--- src/watchdog_pkg.sv ---
// Purpose: shared constants of the windowed watchdog
// Assumes: one 200 MHz clock, synchronous active-high reset
// Notes:   codes follow the configuration and control fields
package watchdog_pkg;
   // ==========================================
   // enable modes
   localparam logic [1:0] EN_OFF    = 2'h0;
   localparam logic [1:0] EN_SW     = 2'h1;
   localparam logic [1:0] EN_AWAKE  = 2'h2;
   localparam logic [1:0] EN_ALWAYS = 2'h3;
   // ==========================================
   // time base sources
   localparam logic [2:0] SRC_LF      = 3'h0;
   localparam logic [2:0] SRC_MF      = 3'h1;
   localparam logic [2:0] SRC_SEC     = 3'h2;
   localparam logic [2:0] SRC_RUNTIME = 3'h7;
   // ==========================================
   // window and prescale
   localparam logic [2:0] WIN_FULL    = 3'h7;
   localparam logic [4:0] PS_RESET    = 5'h0b;
   localparam logic [4:0] PS_MAX      = 5'h12;
   localparam int         PS_WIDTH    = 18;
   localparam int         CNT_WIDTH   = 5;
   localparam logic [4:0] CNT_TOP     = 5'h1f;
   localparam logic [4:0] CNT_ZERO    = 5'h00;
   localparam logic       SWON_RESET  = 1'b0;
endpackage

--- src/watchdog_prescaler.sv ---
// Purpose: time base pick and 18-bit prescale counter
// Assumes: oscillator inputs are slow and asynchronous to clk
// Notes:   tap pulses once per 2^n source edges
`timescale 1ns/1ps
module watchdog_prescaler
   import watchdog_pkg::*;
(
   input  wire logic                clk,
   input  wire logic                rst,
   input  wire logic                clear,
   input  wire logic                low_freq_internal_osc,
   input  wire logic                mid_freq_internal_osc,
   input  wire logic                secondary_osc,
   input  wire logic [2:0]          source,
   input  wire logic [4:0]          prescale,
   output logic                     tap,
   output logic [PS_WIDTH-1:0]      count
);
   typedef struct packed {
      logic [2:0]          sync1;
      logic [2:0]          sync2;
      logic [2:0]          prev;
      logic [PS_WIDTH-1:0] count;
      logic                tap;
   } pre_state_t;

   pre_state_t          q;
   pre_state_t          d;
   logic [2:0]          edges;
   logic                tick;
   logic [4:0]          ps_eff;
   logic [PS_WIDTH:0]   mask_wide;
   logic [PS_WIDTH-1:0] mask;

   // ==========================================
   // next state
   always_comb begin
      d       = q;
      d.sync1 = {secondary_osc, mid_freq_internal_osc, low_freq_internal_osc};
      d.sync2 = q.sync1;
      d.prev  = q.sync2;
      edges   = q.sync2 & ~q.prev;
      unique case (source)
         SRC_LF:  tick = edges[0];
         SRC_MF:  tick = edges[1];
         SRC_SEC: tick = edges[2];
         default: tick = 1'b0;
      endcase
      ps_eff    = (prescale > PS_MAX) ? 5'h00 : prescale;
      mask_wide = ({{PS_WIDTH{1'b0}}, 1'b1} << ps_eff) - {{PS_WIDTH{1'b0}}, 1'b1};
      mask      = mask_wide[PS_WIDTH-1:0];
      d.tap     = 1'b0;
      if (clear) begin
         d.count = '0;
      end else if (tick) begin
         d.tap   = ((q.count & mask) == mask);
         d.count = q.count + {{(PS_WIDTH-1){1'b0}}, 1'b1};
      end
      if (rst) begin
         d = '0;
      end
   end

   always_ff @(posedge clk) begin
      q <= d;
   end

   assign tap   = q.tap;
   assign count = q.count;

   // ==========================================
   // checks
   // minimum interval
   property p_reserved_min;
      @(posedge clk) disable iff (rst)
      (prescale > PS_MAX && tick && !clear) |=> tap;
   endproperty
   a_reserved_min: assert property (p_reserved_min)
      else $error("reserved prescale code did not tap every edge");

   property p_source_count;
      @(posedge clk) disable iff (rst)
      (source == SRC_LF && edges[0] && !clear) |=> count == $past(count) + 18'h00001;
   endproperty
   a_source_count: assert property (p_source_count)
      else $error("prescaler missed an edge of the selected source");
endmodule

--- src/windowed_watchdog_timer.sv ---
// Purpose: windowed watchdog timer with sleep wake-up
// Assumes: control strobes are one-cycle pulses on clk;
//          por is raised only together with rst
// Notes:   time-out is 2^(5+prescale) source edges
//
// Behaviour
// - reset when not serviced before time-out
// - count from selectable slow time base
// - source codes 000 lf, 001 mf, 010 secondary
// - mode 11 active always, sleep too
// - mode 10 active except in sleep
// - mode 01 follows software enable bit
// - mode 00 always disabled
// - time-out selectable, two seconds after reset
// - divide 1:32 doubling, reserved codes minimum
// - clear outside open window is violation
// - runtime window used only when config 111
// - open window 12.5 to 100 percent
// - violation clears active-low flag, por sets
// - counter cleared on listed system events
// - control register writes clear counter
// - windowed clear needs arming read first
// - clear on sleep entry and exit
// - held zero while startup timer runs
// - sleep time-out wakes instead of reset
// - osc failure clears, divider change clears via control 0 write
`timescale 1ns/1ps
module windowed_watchdog_timer
   import watchdog_pkg::*;
(
   input  wire logic                clk,
   input  wire logic                rst,
   input  wire logic                por,
   input  wire logic                low_freq_internal_osc,
   input  wire logic                mid_freq_internal_osc,
   input  wire logic                secondary_osc,
   input  wire logic [1:0]          watchdog_enable_config,
   input  wire logic [2:0]          clock_source_config,
   input  wire logic [2:0]          window_size_config,
   input  wire logic                watchdog_clear_instruction,
   input  wire logic                control_0_read,
   input  wire logic                control_0_write,
   input  wire logic [4:0]          prescale_select_wdata,
   input  wire logic                software_watchdog_on_wdata,
   input  wire logic                control_1_write,
   input  wire logic [2:0]          clock_source_select_wdata,
   input  wire logic [2:0]          window_select_wdata,
   input  wire logic                window_flag_set,
   input  wire logic                reset_flag_clear,
   input  wire logic                in_sleep,
   input  wire logic                sleep_enter,
   input  wire logic                sleep_exit,
   input  wire logic                osc_startup_timer_running,
   input  wire logic                osc_fail,
   output logic                     system_reset,
   output logic                     wake,
   output logic                     window_violation_flag_n,
   output logic                     watchdog_reset_flag,
   output logic                     timeout_status_bit,
   output logic                     powerdown_status_bit,
   output logic [4:0]               prescale_select,
   output logic                     software_watchdog_on,
   output logic [2:0]               clock_source_select,
   output logic [2:0]               window_select,
   output logic                     armed,
   output logic [CNT_WIDTH-1:0]     counter_value,
   output logic [PS_WIDTH-1:0]      prescale_count
);
   typedef struct packed {
      logic [4:0]           prescale_sel;
      logic                 swon;
      logic [2:0]           src_sel;
      logic [2:0]           win_sel;
      logic [CNT_WIDTH-1:0] count;
      logic                 armed;
      logic                 sys_reset;
      logic                 wake;
      logic                 win_flag_n;
      logic                 reset_flag;
      logic                 timeout_bit;
      logic                 powerdown_bit;
   } wd_state_t;

   wd_state_t  q;
   wd_state_t  d;
   logic       tap;
   logic       active;
   logic [2:0] src_eff;
   logic [2:0] win_eff;
   logic       windowed;
   logic       window_open;
   logic       hold_clear;
   logic       clr_seen;
   logic       violation;
   logic       valid_clear;
   logic       timeout_ev;
   logic       counter_clear;

   // ==========================================
   // time base
   watchdog_prescaler u_prescaler (
      .clk                   (clk),
      .rst                   (rst || por),
      .clear                 (counter_clear),
      .low_freq_internal_osc (low_freq_internal_osc),
      .mid_freq_internal_osc (mid_freq_internal_osc),
      .secondary_osc         (secondary_osc),
      .source                (src_eff),
      .prescale              (q.prescale_sel),
      .tap                   (tap),
      .count                 (prescale_count)
   );

   // ==========================================
   // mode decode
   always_comb begin
      unique case (watchdog_enable_config)
         EN_ALWAYS: active = 1'b1;
         EN_AWAKE:  active = !in_sleep;
         EN_SW:     active = q.swon;
         EN_OFF:    active = 1'b0;
      endcase
   end

   assign src_eff     = (clock_source_config == SRC_RUNTIME) ? q.src_sel : clock_source_config;
   // runtime window only when config allows
   assign win_eff     = (window_size_config == WIN_FULL) ? q.win_sel : window_size_config;
   assign windowed    = (win_eff != WIN_FULL);
   // closed part is (7 - code) eighths of period
   assign window_open = (q.count[4:2] >= (WIN_FULL - win_eff));

   // ==========================================
   // clear sources
   // clearing events
   // divider changes arrive by control 0 write, which clears the counter
   assign hold_clear  = !active || sleep_enter || sleep_exit || osc_startup_timer_running
                        || osc_fail || control_0_write || control_1_write;
   assign clr_seen    = watchdog_clear_instruction && active;
   assign violation   = clr_seen && windowed && (!q.armed || !window_open);
   assign valid_clear = clr_seen && !violation;
   // overflow together with tap; a service in the same cycle wins
   assign timeout_ev  = tap && (q.count == CNT_TOP) && !hold_clear && !clr_seen;
   assign counter_clear = hold_clear || valid_clear || violation || timeout_ev;

   // ==========================================
   // next state
   always_comb begin
      d           = q;
      d.sys_reset = 1'b0;
      d.wake      = 1'b0;
      if (control_0_write) begin
         d.prescale_sel = prescale_select_wdata;
         d.swon         = software_watchdog_on_wdata;
      end
      // runtime fields are read-only unless configuration hands them over
      if (control_1_write && clock_source_config == SRC_RUNTIME) begin
         d.src_sel = clock_source_select_wdata;
      end
      if (control_1_write && window_size_config == WIN_FULL) begin
         d.win_sel = window_select_wdata;
      end
      if (counter_clear) begin
         d.count = CNT_ZERO;
      end else if (tap) begin
         d.count = q.count + 5'h01;
      end
      if (control_0_read) begin
         d.armed = 1'b1;
      end else if (counter_clear) begin
         d.armed = 1'b0;
      end
      if (watchdog_clear_instruction) begin
         d.timeout_bit   = 1'b1;
         d.powerdown_bit = 1'b1;
      end
      if (sleep_enter) begin
         d.timeout_bit   = 1'b1;
         d.powerdown_bit = 1'b0;
      end
      // firmware strobes first so hardware events win
      if (window_flag_set) begin
         d.win_flag_n = 1'b1;
      end
      if (reset_flag_clear) begin
         d.reset_flag = 1'b0;
      end
      // time-out: reset when awake, wake when asleep
      if (timeout_ev) begin
         d.reset_flag  = 1'b1;
         d.timeout_bit = 1'b0;
         if (in_sleep) begin
            d.wake          = 1'b1;
            d.powerdown_bit = 1'b0;
         end else begin
            d.sys_reset = 1'b1;
         end
      end
      if (violation) begin
         d.sys_reset  = 1'b1;
         d.win_flag_n = 1'b0;
         d.reset_flag = 1'b1;
      end
      // any reset; cause flags survive a plain rst for firmware
      if (rst || por) begin
         d.prescale_sel = PS_RESET;
         d.swon         = SWON_RESET;
         d.src_sel      = SRC_LF;
         d.win_sel      = window_size_config;
         d.count        = CNT_ZERO;
         d.armed        = 1'b0;
         d.sys_reset    = 1'b0;
         d.wake         = 1'b0;
      end
      if (por) begin
         d.win_flag_n    = 1'b1;
         d.reset_flag    = 1'b0;
         d.timeout_bit   = 1'b1;
         d.powerdown_bit = 1'b1;
      end
   end

   always_ff @(posedge clk) begin
      q <= d;
   end

   // ==========================================
   // outputs
   assign system_reset            = q.sys_reset;
   assign wake                    = q.wake;
   assign window_violation_flag_n = q.win_flag_n;
   assign watchdog_reset_flag     = q.reset_flag;
   assign timeout_status_bit      = q.timeout_bit;
   assign powerdown_status_bit    = q.powerdown_bit;
   assign prescale_select         = q.prescale_sel;
   assign software_watchdog_on    = q.swon;
   assign clock_source_select     = src_eff;
   assign window_select           = win_eff;
   assign armed                   = q.armed;
   assign counter_value           = q.count;

   // ==========================================
   // checks
   // awake time-out resets
   property p_timeout_reset;
      @(posedge clk) disable iff (rst || por)
      (timeout_ev && !in_sleep) |=> (system_reset && !timeout_status_bit && watchdog_reset_flag);
   endproperty
   a_timeout_reset: assert property (p_timeout_reset)
      else $error("time-out did not reset");

   property p_sleep_wake;
      @(posedge clk) disable iff (rst || por)
      (timeout_ev && in_sleep) |=> (wake && !system_reset && !powerdown_status_bit);
   endproperty
   a_sleep_wake: assert property (p_sleep_wake)
      else $error("sleep time-out did not wake cleanly");

   property p_always_counts;
      @(posedge clk) disable iff (rst || por)
      (watchdog_enable_config == EN_ALWAYS && in_sleep && tap && q.count != CNT_TOP
       && !hold_clear && !watchdog_clear_instruction)
      |=> counter_value == $past(counter_value) + 5'h01;
   endproperty
   a_always_counts: assert property (p_always_counts)
      else $error("always-on watchdog stopped in sleep");

   property p_awake_only;
      @(posedge clk) disable iff (rst || por)
      (watchdog_enable_config == EN_AWAKE && in_sleep) |=> counter_value == CNT_ZERO;
   endproperty
   a_awake_only: assert property (p_awake_only)
      else $error("awake-only watchdog counted in sleep");

   property p_off_zero;
      @(posedge clk) disable iff (rst || por)
      (watchdog_enable_config == EN_OFF || (watchdog_enable_config == EN_SW && !q.swon))
      |=> (counter_value == CNT_ZERO && !system_reset);
   endproperty
   a_off_zero: assert property (p_off_zero)
      else $error("disabled watchdog ran");

   property p_closed_window;
      @(posedge clk) disable iff (rst || por)
      (clr_seen && windowed && q.armed && !window_open)
      |=> (system_reset && !window_violation_flag_n);
   endproperty
   a_closed_window: assert property (p_closed_window)
      else $error("clear in closed window accepted");

   property p_unarmed;
      @(posedge clk) disable iff (rst || por)
      (clr_seen && windowed && !q.armed) |=> (system_reset && counter_value == CNT_ZERO);
   endproperty
   a_unarmed: assert property (p_unarmed)
      else $error("unarmed clear accepted");

   property p_full_window;
      @(posedge clk) disable iff (rst || por)
      (clr_seen && win_eff == WIN_FULL && !timeout_ev) |=> !system_reset;
   endproperty
   a_full_window: assert property (p_full_window)
      else $error("clear with full window caused reset");

   property p_write_clears;
      @(posedge clk) disable iff (rst || por)
      (control_0_write || control_1_write) |=> counter_value == CNT_ZERO;
   endproperty
   a_write_clears: assert property (p_write_clears)
      else $error("control write left counter running");

   property p_startup_hold;
      @(posedge clk) disable iff (rst || por)
      osc_startup_timer_running [*2] |-> counter_value == CNT_ZERO;
   endproperty
   a_startup_hold: assert property (p_startup_hold)
      else $error("counter moved during oscillator start-up");

   property p_rearm;
      @(posedge clk) disable iff (rst || por)
      (valid_clear && !control_0_read) |=> (!armed && counter_value == CNT_ZERO);
   endproperty
   a_rearm: assert property (p_rearm)
      else $error("arming survived a service");
endmodule
--- config.mk ---
export PLATFORM = sky130hd
export DESIGN_NAME = windowed_watchdog_timer
export DESIGN_NICKNAME = d
export VERILOG_FILES = /design/src/watchdog_pkg.sv /design/src/watchdog_prescaler.sv /design/src/windowed_watchdog_timer.sv
export SDC_FILE = /design/constraint.sdc
export NUM_CORES = 1
export LEC_CHECK = 0
export ABC_CLOCK_PERIOD_IN_PS = 3500
export BUFFER_PORTS_ARGS = -buffer_cell sky130_fd_sc_hd__buf_2
export CORE_MARGIN = 2
export CORE_UTILIZATION = 40
export DETAILED_ROUTE_END_ITERATION = 6
export SLEW_MARGIN = 20
export SYNTH_ARGS = -nofsm -noshare
export SYNTH_HDL_FRONTEND = slang
export SYNTH_SLANG_ARGS = --single-unit
--- constraint.sdc ---
create_clock -name clk -period 3.5 [get_ports clk]
set_clock_uncertainty 0.2 [all_clocks]
set_input_delay 0.7 -clock clk [delete_from_list [all_inputs] [get_ports clk]]
set_output_delay 0.7 -clock clk [all_outputs]
set_load 0.01 [all_outputs]
Word level (Yosys, flattened, before mapping)
Cells that the tools add are included.
{"block": "word_totals", "reg_bits": 52, "out_inout_bits": 42}
{"block": "classes", "n_reduce_logical": 37, "n_eq_ne": 10, "magnitude_cmp": 2, "add_sub_neg": 4, "shifts": 1, "muxes": 22, "bitwise": 5}
{"operator": "$add A18 B1 Y18 const B", "count": 1}
{"operator": "$and A18 B18 Y18", "count": 1}
{"operator": "$eq A18 B18 Y1", "count": 1}
{"operator": "$shl A1 B5 Y18 const A", "count": 1}
{"operator": "$sub A18 B1 Y18 const B", "count": 1}
{"operator": "$mux W5", "count": 3}
{"operator": "$mux W3", "count": 4}
{"operator": "$logic_or A1 B1 Y1", "count": 11}
{"operator": "$mux W11", "count": 1}
{"operator": "$logic_and A1 B1 Y1", "count": 9}
{"operator": "$mux W1", "count": 8}
{"operator": "$mux W2", "count": 4}
{"operator": "$logic_not A1 Y1", "count": 7}
{"operator": "$eq A3 B3 Y1 const B", "count": 2}
{"operator": "$reduce_bool A2 Y1", "count": 3}
{"operator": "$reduce_bool A3 Y1", "count": 2}
{"operator": "$add A5 B1 Y5 const B", "count": 1}
{"operator": "$eq A5 B5 Y1 const B", "count": 1}
{"operator": "$gt A5 B5 Y1 const B", "count": 1}
{"operator": "$eq A2 B2 Y1 const B", "count": 2}
{"operator": "$pmux W1 S4", "count": 1}
{"operator": "$reduce_or A2 Y1", "count": 2}
{"operator": "$and A3 B3 Y3", "count": 1}
{"operator": "$eq A3 B1 Y1 const B", "count": 1}
{"operator": "other kinds (11)", "count": 12}

Logic depth before layout (Yosys ltp)
Gate-level depths: netlist of run 1.
{"block": "logic_depth", "depth_word": 16, "depth_mapped": 12}

By module
A second synthesis of run 1 with hierarchy kept.
{"block": "unflattened", "cells_unflattened": 356, "area_unflattened_um2": 2975.4}
{"mod": "watchdog_prescaler", "instances": 1, "area_each_um2": 1764.2, "cells_per_inst": 224, "seq_area_each_um2": 560.5}
{"mod": "windowed_watchdog_timer", "instances": 1, "area_each_um2": 1211.2, "cells_per_inst": 132, "seq_area_each_um2": 510.5}

Least setup slack after synthesis of run 1
OpenSTA, ideal clock, no wires.
{"block": "synth_path", "path_type": "input -> register", "start": "in control_0_write", "end": "reg u_prescaler.q, in the netlist u_prescaler.tap", "path_stages": 8, "path_slack_ps": 957, "t_arrival_ps": 2255, "setup_time_ps": 88, "n_path_buf": 2, "cell_sequence": "buf_6 nor4_2 nand4_1 or3b_1 buf_2 a311oi_2 nand4b_1 nor4_2"}
{"block": "synth_between", "elab_chain_len": 7, "elab_cells_between_ends": 9, "classes_between": "9 x reduce/logical"}
{"item": "start: declaration", "line": "windowed_watchdog_timer.sv:42", "text": "input wire logic control_0_write,"}
{"item": "$logic_or A1 B1 Y1 * (2 in series)", "line": "windowed_watchdog_timer.sv:137", "text": "|| osc_fail || control_0_write || control_1_write;"}
{"item": "$logic_not A1 Y1", "line": "windowed_watchdog_timer.sv:142", "text": "assign timeout_ev = tap && (q.count == CNT_TOP) && !hold_clear && !clr_seen;"}
{"item": "$logic_and A1 B1 Y1 (2 in series)", "line": "windowed_watchdog_timer.sv:142"}
{"item": "$logic_or A1 B1 Y1 *", "line": "windowed_watchdog_timer.sv:143", "text": "assign counter_clear = hold_clear || valid_clear || violation || timeout_ev;"}
{"item": "$reduce_or A3 Y1 (no source line) *"}
{"item": "end signal: assignment", "line": "watchdog_prescaler.sv:65", "text": "q <= d;"}
{"item": "end: declaration", "line": "watchdog_prescaler.sv:27", "text": "pre_state_t q;"}
Every way passes the cells marked *; elsewhere a longest branch is shown, timed or not.
A chain may end at the register's enable or synchronous reset.

Worst setup path after layout of run 1
{"block": "layout_path", "start": "reg q, in the netlist prescale_select[2]", "end": "reg u_prescaler.q, in the netlist u_prescaler.tap"}
{"block": "layout_between", "elab_chain_len": 6}
{"item": "start: declaration", "line": "windowed_watchdog_timer.sv:84", "text": "wd_state_t q;"}
{"item": "start signal: assignment", "line": "windowed_watchdog_timer.sv:223", "text": "q <= d;"}
{"item": "$gt A5 B5 Y1", "line": "watchdog_prescaler.sv:49", "text": "ps_eff = (prescale > PS_MAX) ? 5'h00 : prescale;"}
{"item": "$mux W5 *", "line": "watchdog_prescaler.sv:49"}
{"item": "$shl A1 B5 Y18 *", "line": "watchdog_prescaler.sv:50", "text": "mask_wide = ({{PS_WIDTH{1'b0}}, 1'b1} << ps_eff) - {{PS_WIDTH{1'b0}}, 1'b1};"}
{"item": "$sub A18 B1 Y18 *", "line": "watchdog_prescaler.sv:50"}
{"item": "$and A18 B18 Y18", "line": "watchdog_prescaler.sv:56", "text": "d.tap = ((q.count & mask) == mask);"}
{"item": "$eq A18 B18 Y1 *", "line": "watchdog_prescaler.sv:56"}
Marked as above.

==> results of run 1 <==
[synth_stat cells (2+ instances only)]
cell and number:
or3_1 6, o21bai_1 3, buf_4 28, o221ai_1 2
edfxtp_1 3, nor3_1 9, or4_1 3, a21o_1 4
mux2i_1 11, dfxtp_1 49, nand3_1 15, clkbuf_1 14
buf_2 2, nand3b_1 3, xnor2_1 12, ha_1 7
a211oi_1 5, and2_1 11, a21oi_1 22, nand2b_1 5
o211ai_1 2, or2_2 2, o31ai_1 3, o32a_1 3
nor2_1 37, inv_1 16, and3_1 4, nor4_2 2
o41ai_1 2, nor4_1 2, o21ai_0 17, nand4_1 5
nand2_1 39
[sequential cells by signal (all words and copies together), names as in the netlist, 5 cells and up]
register	count
counter_value	5
prescale_select	5
q	6
u_prescaler.count	18
u_prescaler.q	9
[through the flow]
step	utilization	std cells	setup slack, ns	hold slack (ns)	instance area [um2]
after floorplan	-	368	0.957	0.206	2970
after global placement	0.450	506	0.776	0.207	3240
after detailed placement	0.450	506	0.733	0.225	3240
after CTS	0.464	514	0.708	0.248	3350
after global routing	0.464	514	0.445	0.265	3350
final	0.464	514	0.678	0.240	3350
[layer usage]
| layer | global-route usage | routed length, um | vias up |
|---|---|---|---|
| met3 | 0.0486 | 432 | 11 |
| li1 | - | - | 1355 |
| met2 | 0.294 | 3270 | 81 |
| met4 | 0.0641 | 130 | 0 |
| met1 | 0.242 | 3430 | 1231 |
| met5 | 0 | 0 | - |
[cell type report]
cell class,count,area [um2]
fill,778,3870
tap,99,124
multi-input combinational,254,1550
inverter,16,60.1
timing repair buffer,85,443
clock inverter,1,5.00
clock buffer,7,97.6
sequential,52,1070
[final timing paths]
| check | endpoint | slack (ns) | cells after the start |
|---|---|---|---|
| worst max register to register | u_prescaler.tap | 0.68 | 9 |
| worst min register to register | u_prescaler.q[23] | 0.24 | 1 |
| worst max-delay path | u_prescaler.tap | 0.68 | 9 |
| worst min-delay path | u_prescaler.q[23] | 0.24 | 1 |
[power groups by stage]
stage               Clock, mW  Sequential [mW]  Combinational (mW)
floorplan                   0            0.628              0.0677
global placement            0            0.631               0.111
detailed placement          0            0.631               0.112
CTS                     0.397            0.618               0.112
global route            0.418            0.619               0.127
finish                  0.385            0.618               0.111
[cell families (layout without fill, tap and decap cells)]
| group | count (synthesis) | after routing | share of synthesized area |
|---|---|---|---|
| and+or+nand+nor | 149 | 149 | 0.252 |
| AOI/OAI and AO/OA | 74 | 74 | 0.164 |
| buffers and inverters | 62 | 109 | 0.118 |
| DFF | 52 | 52 | 0.361 |
| xor gates and xnor gates | 13 | 13 | 0.0384 |
| muxes | 11 | 11 | 0.0371 |
| adders and majority gates | 7 | 7 | 0.0295 |
==> flow_summary.toml, run 1 <==
[synth]
synth_top_area_frac = 0.331
syn_area_per_cell_um2 = 8.06
netlist_area_mm2 = 0.00297
ys_ff_latch = 52
ys.flop_type = "dfxtp_1"
ys_seq_area_frac = 0.361
synth_edf_count = 3
async_flop_share = 0
synth_top_area_cell = "dfxtp_1"
netlist_instances = 368
synth_nets = 412
synthTopCellsByArea = "dfxtp_1, buf_4, nand2_1"
yosys.cell_types.count = 53
yosysWarnings = 0

[power]
leakage_nw = 1.42
power_frac_seq = 0.554
ir_worst_vdd_v = 0.000197
p_int_mw = 0.842
p_per_area_mw_per_mm2 = 333
power_frac_clock = 0.346
power_mw = 1.11
comb_power_share = 0.100
p_sw_frac = 0.244
switching_power_mw = 0.272

[timing]
slew_violations = 0
setup_tns_ns = 0
timing_hold_violations_final = 0
fmax_ghz = 0.354
finalSetupViolCount = 0
worstMarginPinSlew_ns = 0.605
rsz0062_at_grt = "no"
fin_crit_ns = 2.82
max_slew_margin = 0.595
fin_crit_sh = 0.806

[grt]
grt_antenna_before_repair = 0
grt_start_max_net_pins = 25
overflow = 0
grtUsageTotal = 0.184
grt_pass1_vias = 2634
grt_pass1_wl_mm = 12.4

[cts]
cts_setup_buffers = 0
path_clk_slew_ns = 0.10
clock-sinks = 52
cts_buffers = 5
h-tree-depth = 2
clkLatencyLatePin_ns = 0.31
cts_tree = "yes"
root_buffer = "clkbuf_8"
post_cts_resized = 0
clock_path_buffers = 2
ctsHoldBuffers = 0

[run_status]
status = "finished, final reports clean"

[route]
ant_nets = 0
post_drt_wl_per_cell_um = 14.1
dr.pass1.iters = 4
drc_errors = 0
routed_wl_mm = 7.27
drt_iter0_drc = 116
viasPerCell = 5.21
vias = 2678

[setup_path]
critPathCaptureType = "flop"
cp.arrival_ns = 2.84
cp_num_buf_inv = 0
path_class = "flop to flop"
worstPathRequired_ns = 3.52
crit_start = "prescale_select[2]"
start_kind = "flop"
crit_chain = "nor2_1, nand2_1, a22oi_1, ha_1, or3_1, o21ai_0, a222oi_1, nand4b_1, nor4_2"
cp_slowest_stage_delay_ns = 0.39
path_delay_family = "simple AND/OR/NAND/NOR gates"
reg2reg_from = "prescale_select[2]"
slowest_stage = "dfxtp_1"
crit_path_max_fanout = 10

[job]
maxCapViolCount = 0

[final_layout]
antenna_cells = 0
mostFrequentLayoutCell = "buf_2"
syn_to_final_growth_pct = 12.8
drive_gt1_frac = 0.236
mostFrequentLayoutCells = "buf_2, dfxtp_1, nand2_1"
final_nets = 458

[floorplan]
die_h_um = 90.1
chipWidth_um = 90.1
start_util = 0.411
fp.coreArea_mm2 = 0.00721
rows = 31
die_area_mm2 = 0.00812
ios = 79

[place]
dp.final_hpwl_mm = 5.53
numPortBuffers = 78
gp_congestion = 0.926

[worst_hold_path]
worstHoldStart = "u_prescaler.q[26]"
hold_path_class = "flop to flop"
Power figures use the tool's default switching activity.
==> inputs of run 2 (changes only) <==
--- a/config.mk
+++ b/config.mk
@@ -5,11 +5,13 @@
 export SDC_FILE = /design/constraint.sdc
 export NUM_CORES = 1
 export LEC_CHECK = 0
-export ABC_CLOCK_PERIOD_IN_PS = 3500
+export ABC_AREA = 1
+export ABC_CLOCK_PERIOD_IN_PS = 2300
 export BUFFER_PORTS_ARGS = -buffer_cell sky130_fd_sc_hd__buf_2
 export CORE_MARGIN = 2
 export CORE_UTILIZATION = 40
 export DETAILED_ROUTE_END_ITERATION = 6
+export PLACE_DENSITY = 0.66
 export SLEW_MARGIN = 20
 export SYNTH_ARGS = -nofsm -noshare
 export SYNTH_HDL_FRONTEND = slang
==> constraint.sdc (replaced) <==
create_clock -name clk -period 2.3 [get_ports clk]
set_clock_uncertainty 0.2 [all_clocks]
set_input_delay 0.46 -clock clk [delete_from_list [all_inputs] [get_ports clk]]
set_output_delay 0.46 -clock clk [all_outputs]
set_load 0.01 [all_outputs]
==> run 2 against run 1 <==
  * Clock-buffer cell count fell by 2
  * Clock power rose by 72%
  * Register-to-register slack got worse by 0.63 ns
  * Via count rose by 17%
  * Synthesized cell count rose by 20%
  * Maximum frequency rose by 25%
  * Non-clock buffer count rose by 26
  * Critical path depth rose by 8
  * Combinational power rose to 2.5 times the previous value
  * Worst hold slack got worse by 0.13 ns
  * Largest cell class unchanged
  * Largest power group unchanged
==> flow_summary.toml, run 2 <==
[run_status]
status = "finished, final reports clean"

[cts]
h-tree-depth = 2
clkLatencyLatePin_ns = 0.32
path_clk_slew_ns = 0.11
clock_path_buffers = 2
cts_tree = "yes"
cts_buffers = 5
root_buffer = "clkbuf_8"
clock-sinks = 52
ctsHoldBuffers = 0

[grt]
grt_start_max_net_pins = 18
overflow = 0
grtUsageTotal = 0.194
grt_pass1_wl_mm = 13.6
grt_antenna_before_repair = 0
grt_pass1_vias = 3029

[timing]
fin_crit_ns = 2.26
timing.hold.ws_ns = 0.114
max_slew_margin = 0.698
fin_crit_sh = 0.981
slew_violations = 0
setup_slack_ns = 0.0439
timing_hold_violations_final = 0
fmax_ghz = 0.443
rsz0062_at_grt = "yes"
finalSetupViolCount = 0
setup_tns_ns = 0
worstMarginPinSlew_ns = 0.453

[floorplan]
start_util = 0.419
rows = 31
die_h_um = 91.6
ios = 79
chipWidth_um = 91.6
die_area_mm2 = 0.00840
fp.coreArea_mm2 = 0.00733

[route]
routed_wl_mm = 8.03
drc_errors = 0
viasPerCell = 5.04
dr.pass1.iters = 5
ant_nets = 0
drt_iter0_drc = 226
post_drt_wl_per_cell_um = 12.9
vias = 3137

[final_layout]
largest_reg_flops = 18
antenna_cells = 0
final_area_mm2 = 0.00383
stdcell_count = 623
drive_gt1_frac = 0.317
utilization = 0.522
nFillCells = 735
ff_latch_area_mm2 = 0.00108
mostFrequentLayoutCell = "buf_2"
mostFrequentLayoutCells = "buf_2, nand2_1, inv_1"
multi_input_area_mm2 = 0.00163
final_nets = 567
syn_to_final_growth_pct = 24.6

[place]
gp_congestion = 0.932
numPortBuffers = 78
post-place-ws_ns = -0.120
place_area_mm2 = 0.00353
dp.cells = 608
dp.final_hpwl_mm = 6.17

[synth]
netlist_area_mm2 = 0.00307
netlist_instances = 440
synth_top_area_frac = 0.319
syn_area_per_cell_um2 = 6.98
synthTopCellsByArea = "dfxtp_1, nand2_1, inv_1"
synth_nets = 484
ys_seq_area_frac = 0.349
ys_top_cells_by_count = "nand2_1, inv_1, nor2_1"
synth_top_area_cell = "dfxtp_1"
async_flop_share = 0
ys_ff_latch = 52
yosysWarnings = 0
ys.flop_type = "dfxtp_1"
yosys.cell_types.count = 39
synth_most_common_cell = "nand2_1"
synth_edf_count = 3

[job]
maxCapViolCount = 0

[setup_path]
crit_path_max_fanout = 4
worstPathRequired_ns = 2.36
path_class = "flop to flop"
critPathCaptureType = "flop"
cp.arrival_ns = 2.31
start_kind = "flop"

[power]
leakage_nw = 1.80
p_per_area_mw_per_mm2 = 493
ir_worst_vdd_v = 0.000290
power_mw = 1.89

[worst_hold_path]
hold_path_class = "input pin to flop"
## run 2: final timing paths
kind	start	to	slack, ns	cells after the start
worst max-delay path	prescale_select[1]	u_prescaler.tap	0.04	17
worst min-delay path	por	watchdog_reset_flag	0.11	2
worst max register to register	prescale_select[1]	u_prescaler.tap	0.04	17
worst min register to register	u_prescaler.q[27]	u_prescaler.q[24]	0.21	2
## run 2: kinds of logic (layout without fill, tap and decap cells)
kind of cell,count (synthesis),in the layout,share of synthesized area
AND/OR/NAND/NOR,213,213,0.326
buffers and inverters,98,182,0.157
AO/OA/AOI/OAI,66,66,0.128
flip-flops,52,52,0.349
adder cells (fa/ha/maj),7,7,0.0285
XOR/XNOR,4,4,0.0114
## run 2: report_power, final
part	total, mW	internal (mW)	switching, mW	leakage (nW)
Clock	0.664	0.328	0.336	0.0548
Combinational	0.282	0.117	0.165	1.32
Sequential	0.941	0.929	0.0122	0.428
## run 2: worst max-delay path, stage by stage (launching register included)
cell,delay [ns]
dfxtp_2,0.36
nand2_4,0.06
nand2_4,0.10
nand2_8,0.08
nand2_4,0.08
inv_4,0.04
nor2_4,0.14
nand2_2,0.10
ha_4,0.26
or2_4,0.11
nand2_4,0.05
nor2_4,0.08
nand3_2,0.07
nor2_1,0.11
nand4_1,0.09
nor2_1,0.09
nand3_1,0.08
nor2_1,0.11
## run 2: cell type report
type / instances / share of cell area
flip-flops and latches: 52 / 0.282
inverters: 63 / 0.0624
clock buffers: 5 / 0.0180
multi-input cells: 290 / 0.427
clock inverters: 3 / 0.0121
repair buffers: 111 / 0.167
well taps: 99 / 0.0324
## run 2: metal layers
metal,track usage,part of all wire,vias to the layer above
met1,0.249,0.44,1420
li1,-,-,1585
met2,0.314,0.46,118
met4,0.0707,0.020,0
met5,0,0,-
met3,0.0509,0.074,14
## run 2: what timing repair did
action	CTS	global route
endpoints found under the setup margin	1	7
gates resized for setup	13	21
hold endpoints to repair	0	0
buffers inserted	3	4
pin swaps	8	19
==> inputs of run 3 (changes only) <==
--- a/config.mk
+++ b/config.mk
@@ -5,7 +5,6 @@
 export SDC_FILE = /design/constraint.sdc
 export NUM_CORES = 1
 export LEC_CHECK = 0
-export ABC_AREA = 1
 export ABC_CLOCK_PERIOD_IN_PS = 2300
 export BUFFER_PORTS_ARGS = -buffer_cell sky130_fd_sc_hd__buf_2
 export CORE_MARGIN = 2
==> run 3 against run 2 <==
  * Critical path depth fell by 8
  * Die area fell by 3.3%
  * Sequential share of layout area barely moved
  * Global-route usage rose by 0.25 points
  * Total power fell by 11%
  * Combinational power fell by 21%
  * Wire length fell by 1.5%
  * Setup slack improved by 0.059 ns
  * Final cell count fell by 8.7%
  * Critical endpoint unchanged
  * Largest cell class unchanged
  * Largest power group unchanged
==> flow_summary.toml, run 3 (synthesis results as in run 1) <==
[run_status]
status = "finished, final reports clean"

[job]
maxCapViolCount = 0

[route]
dr.pass1.iters = 4
routed_wl_mm = 7.91
ant_nets = 0
drt_iter0_drc = 182
viasPerCell = 5.12
post_drt_wl_per_cell_um = 13.9
vias = 2911
drc_errors = 0

[floorplan]
rows = 31
chipWidth_um = 90.1
start_util = 0.411
die_area_mm2 = 0.00812
die_h_um = 90.1
ios = 79
fp.coreArea_mm2 = 0.00721

[power]
p_per_area_mw_per_mm2 = 438
power_mw = 1.67
ir_worst_vdd_v = 0.000288
leakage_nw = 1.68

[final_layout]
antenna_cells = 0
largest_reg_flops = 18
ff_latch_area_mm2 = 0.00107
mostFrequentLayoutCell = "buf_2"
syn_to_final_growth_pct = 28.5
drive_gt1_frac = 0.360
utilization = 0.528
nFillCells = 730
final_nets = 513
multi_input_area_mm2 = 0.00162
mostFrequentLayoutCells = "buf_2, buf_4, dfxtp_1"
final_area_mm2 = 0.00381
stdcell_count = 569

[timing]
worstMarginPinSlew_ns = 0.447
rsz0062_at_grt = "no"
timing_hold_violations_final = 0
max_slew_margin = 0.699
finalSetupViolCount = 0
slew_violations = 0
fin_crit_ns = 2.20
fmax_ghz = 0.455
fin_crit_sh = 0.955
setup_tns_ns = 0

[cts]
cts_buffers = 5
ctsHoldBuffers = 0
clkLatencyLatePin_ns = 0.31
clock-sinks = 52
path_clk_slew_ns = 0.09
cts_tree = "yes"
clock_path_buffers = 2
h-tree-depth = 2
root_buffer = "clkbuf_8"

[setup_path]
crit_chain = "nor3_2, a22oi_2, ha_4, or3_1, o21ai_0, a22o_1, nand2_1, a21oi_1, nor4_2"
critPathCaptureType = "flop"
crit_path_max_fanout = 6
r2r_slack_ns = 0.10
cp_num_buf_inv = 0
start_kind = "flop"
reg2reg_from = "prescale_select[1]"
reg2reg_to = "u_prescaler.tap"
slowest_stage = "dfxtp_2"
cp.arrival_ns = 2.20
path_class = "flop to flop"
worst_r2r_path_depth = 9
cp_slowest_stage_delay_ns = 0.35
path_delay_family = "simple AND/OR/NAND/NOR gates"
worstPathRequired_ns = 2.30

[worst_hold_path]
min_path_cells = 2
holdPathEnd = "u_prescaler.q[25]"
hold_path_class = "input pin to flop"
worstHoldStart = "low_freq_internal_osc"

[place]
numPortBuffers = 78
dp.final_hpwl_mm = 6.16
place_area_mm2 = 0.00366
gp_congestion = 0.906
dp.cells = 560

[grt]
grt_pass1_vias = 2837
grt_antenna_before_repair = 0
grt_pass1_wl_mm = 13.2
grt_start_max_net_pins = 25
grtUsageTotal = 0.197
overflow = 0
## run 3: changes by cell type in the layout (fill, tap and decap cells not counted), moves of 10 or more
cell,previous run,this run
inv_1,58,15
and2_1,0,10
nand4_1,21,5
nand3_1,25,14
nor2_1,52,34
xnor2_1,1,12
nand2_1,69,39
mux2i_1,0,11
buf_4,33,62
## run 3: what timing repair did
action,4_1_cts,5_1_grt
setup buffers,0,1
gates cloned,0,0
gates resized for setup,2,16
pin swaps,0,5
endpoints found under the setup margin,1,9
## run 3: worst max-delay path by stage
stage | from | to | slack (ns) | depth (start not counted)
after global placement | clock_source_config[0] | u_prescaler.count[17] | -0.06 | 9
after floorplan | prescale_select[4] | u_prescaler.tap | 0.003 | 12
after detailed placement | window_size_config[2] | watchdog_reset_flag | -0.08 | 10
after CTS | prescale_select[3] | u_prescaler.tap | 0.007 | 9
final | prescale_select[1] | u_prescaler.tap | 0.10 | 9
after global routing | prescale_select[2] | u_prescaler.tap | 0.0004 | 10
## run 3: area by class of cell
cell class                 instances  share of cell area
multi-input combinational        254               0.424
inverter                          16              0.0158
sequential                        52               0.282
clock buffer                       7              0.0200
clock inverter                     1            0.000985
timing repair buffer             140               0.225
tap                               99              0.0325
## run 3: power breakdown
part / internal, mW / switching, mW
Clock: 0.213 / 0.299
Sequential: 0.927 / 0.00918
Combinational: 0.111 / 0.111
Total: 1.25 / 0.420
## run 3: worst reg2reg max path, delay by kind of cell (launching register included)
| family | cells | cell delay, ns |
|---|---|---|
| AND/OR/NAND/NOR | 4 | 0.70 |
| flip-flops | 1 | 0.35 |
| AO/OA/AOI/OAI | 4 | 0.65 |
| adder cells (fa/ha/maj) | 1 | 0.20 |
## run 3: per-stage QoR
stage               hold slack (ns)  setup WS, ns
finish                        0.146         0.103
global route                  0.141      0.000440
CTS                           0.138       0.00689
detailed placement            0.214       -0.0834
global placement              0.209       -0.0569
floorplan                     0.206       0.00258
## run 3: routing by layer
layer,wire length (um),global-route usage
met1,3620,0.255
met2,3690,0.321
met3,405,0.0394
met4,191,0.0795
met5,0,0
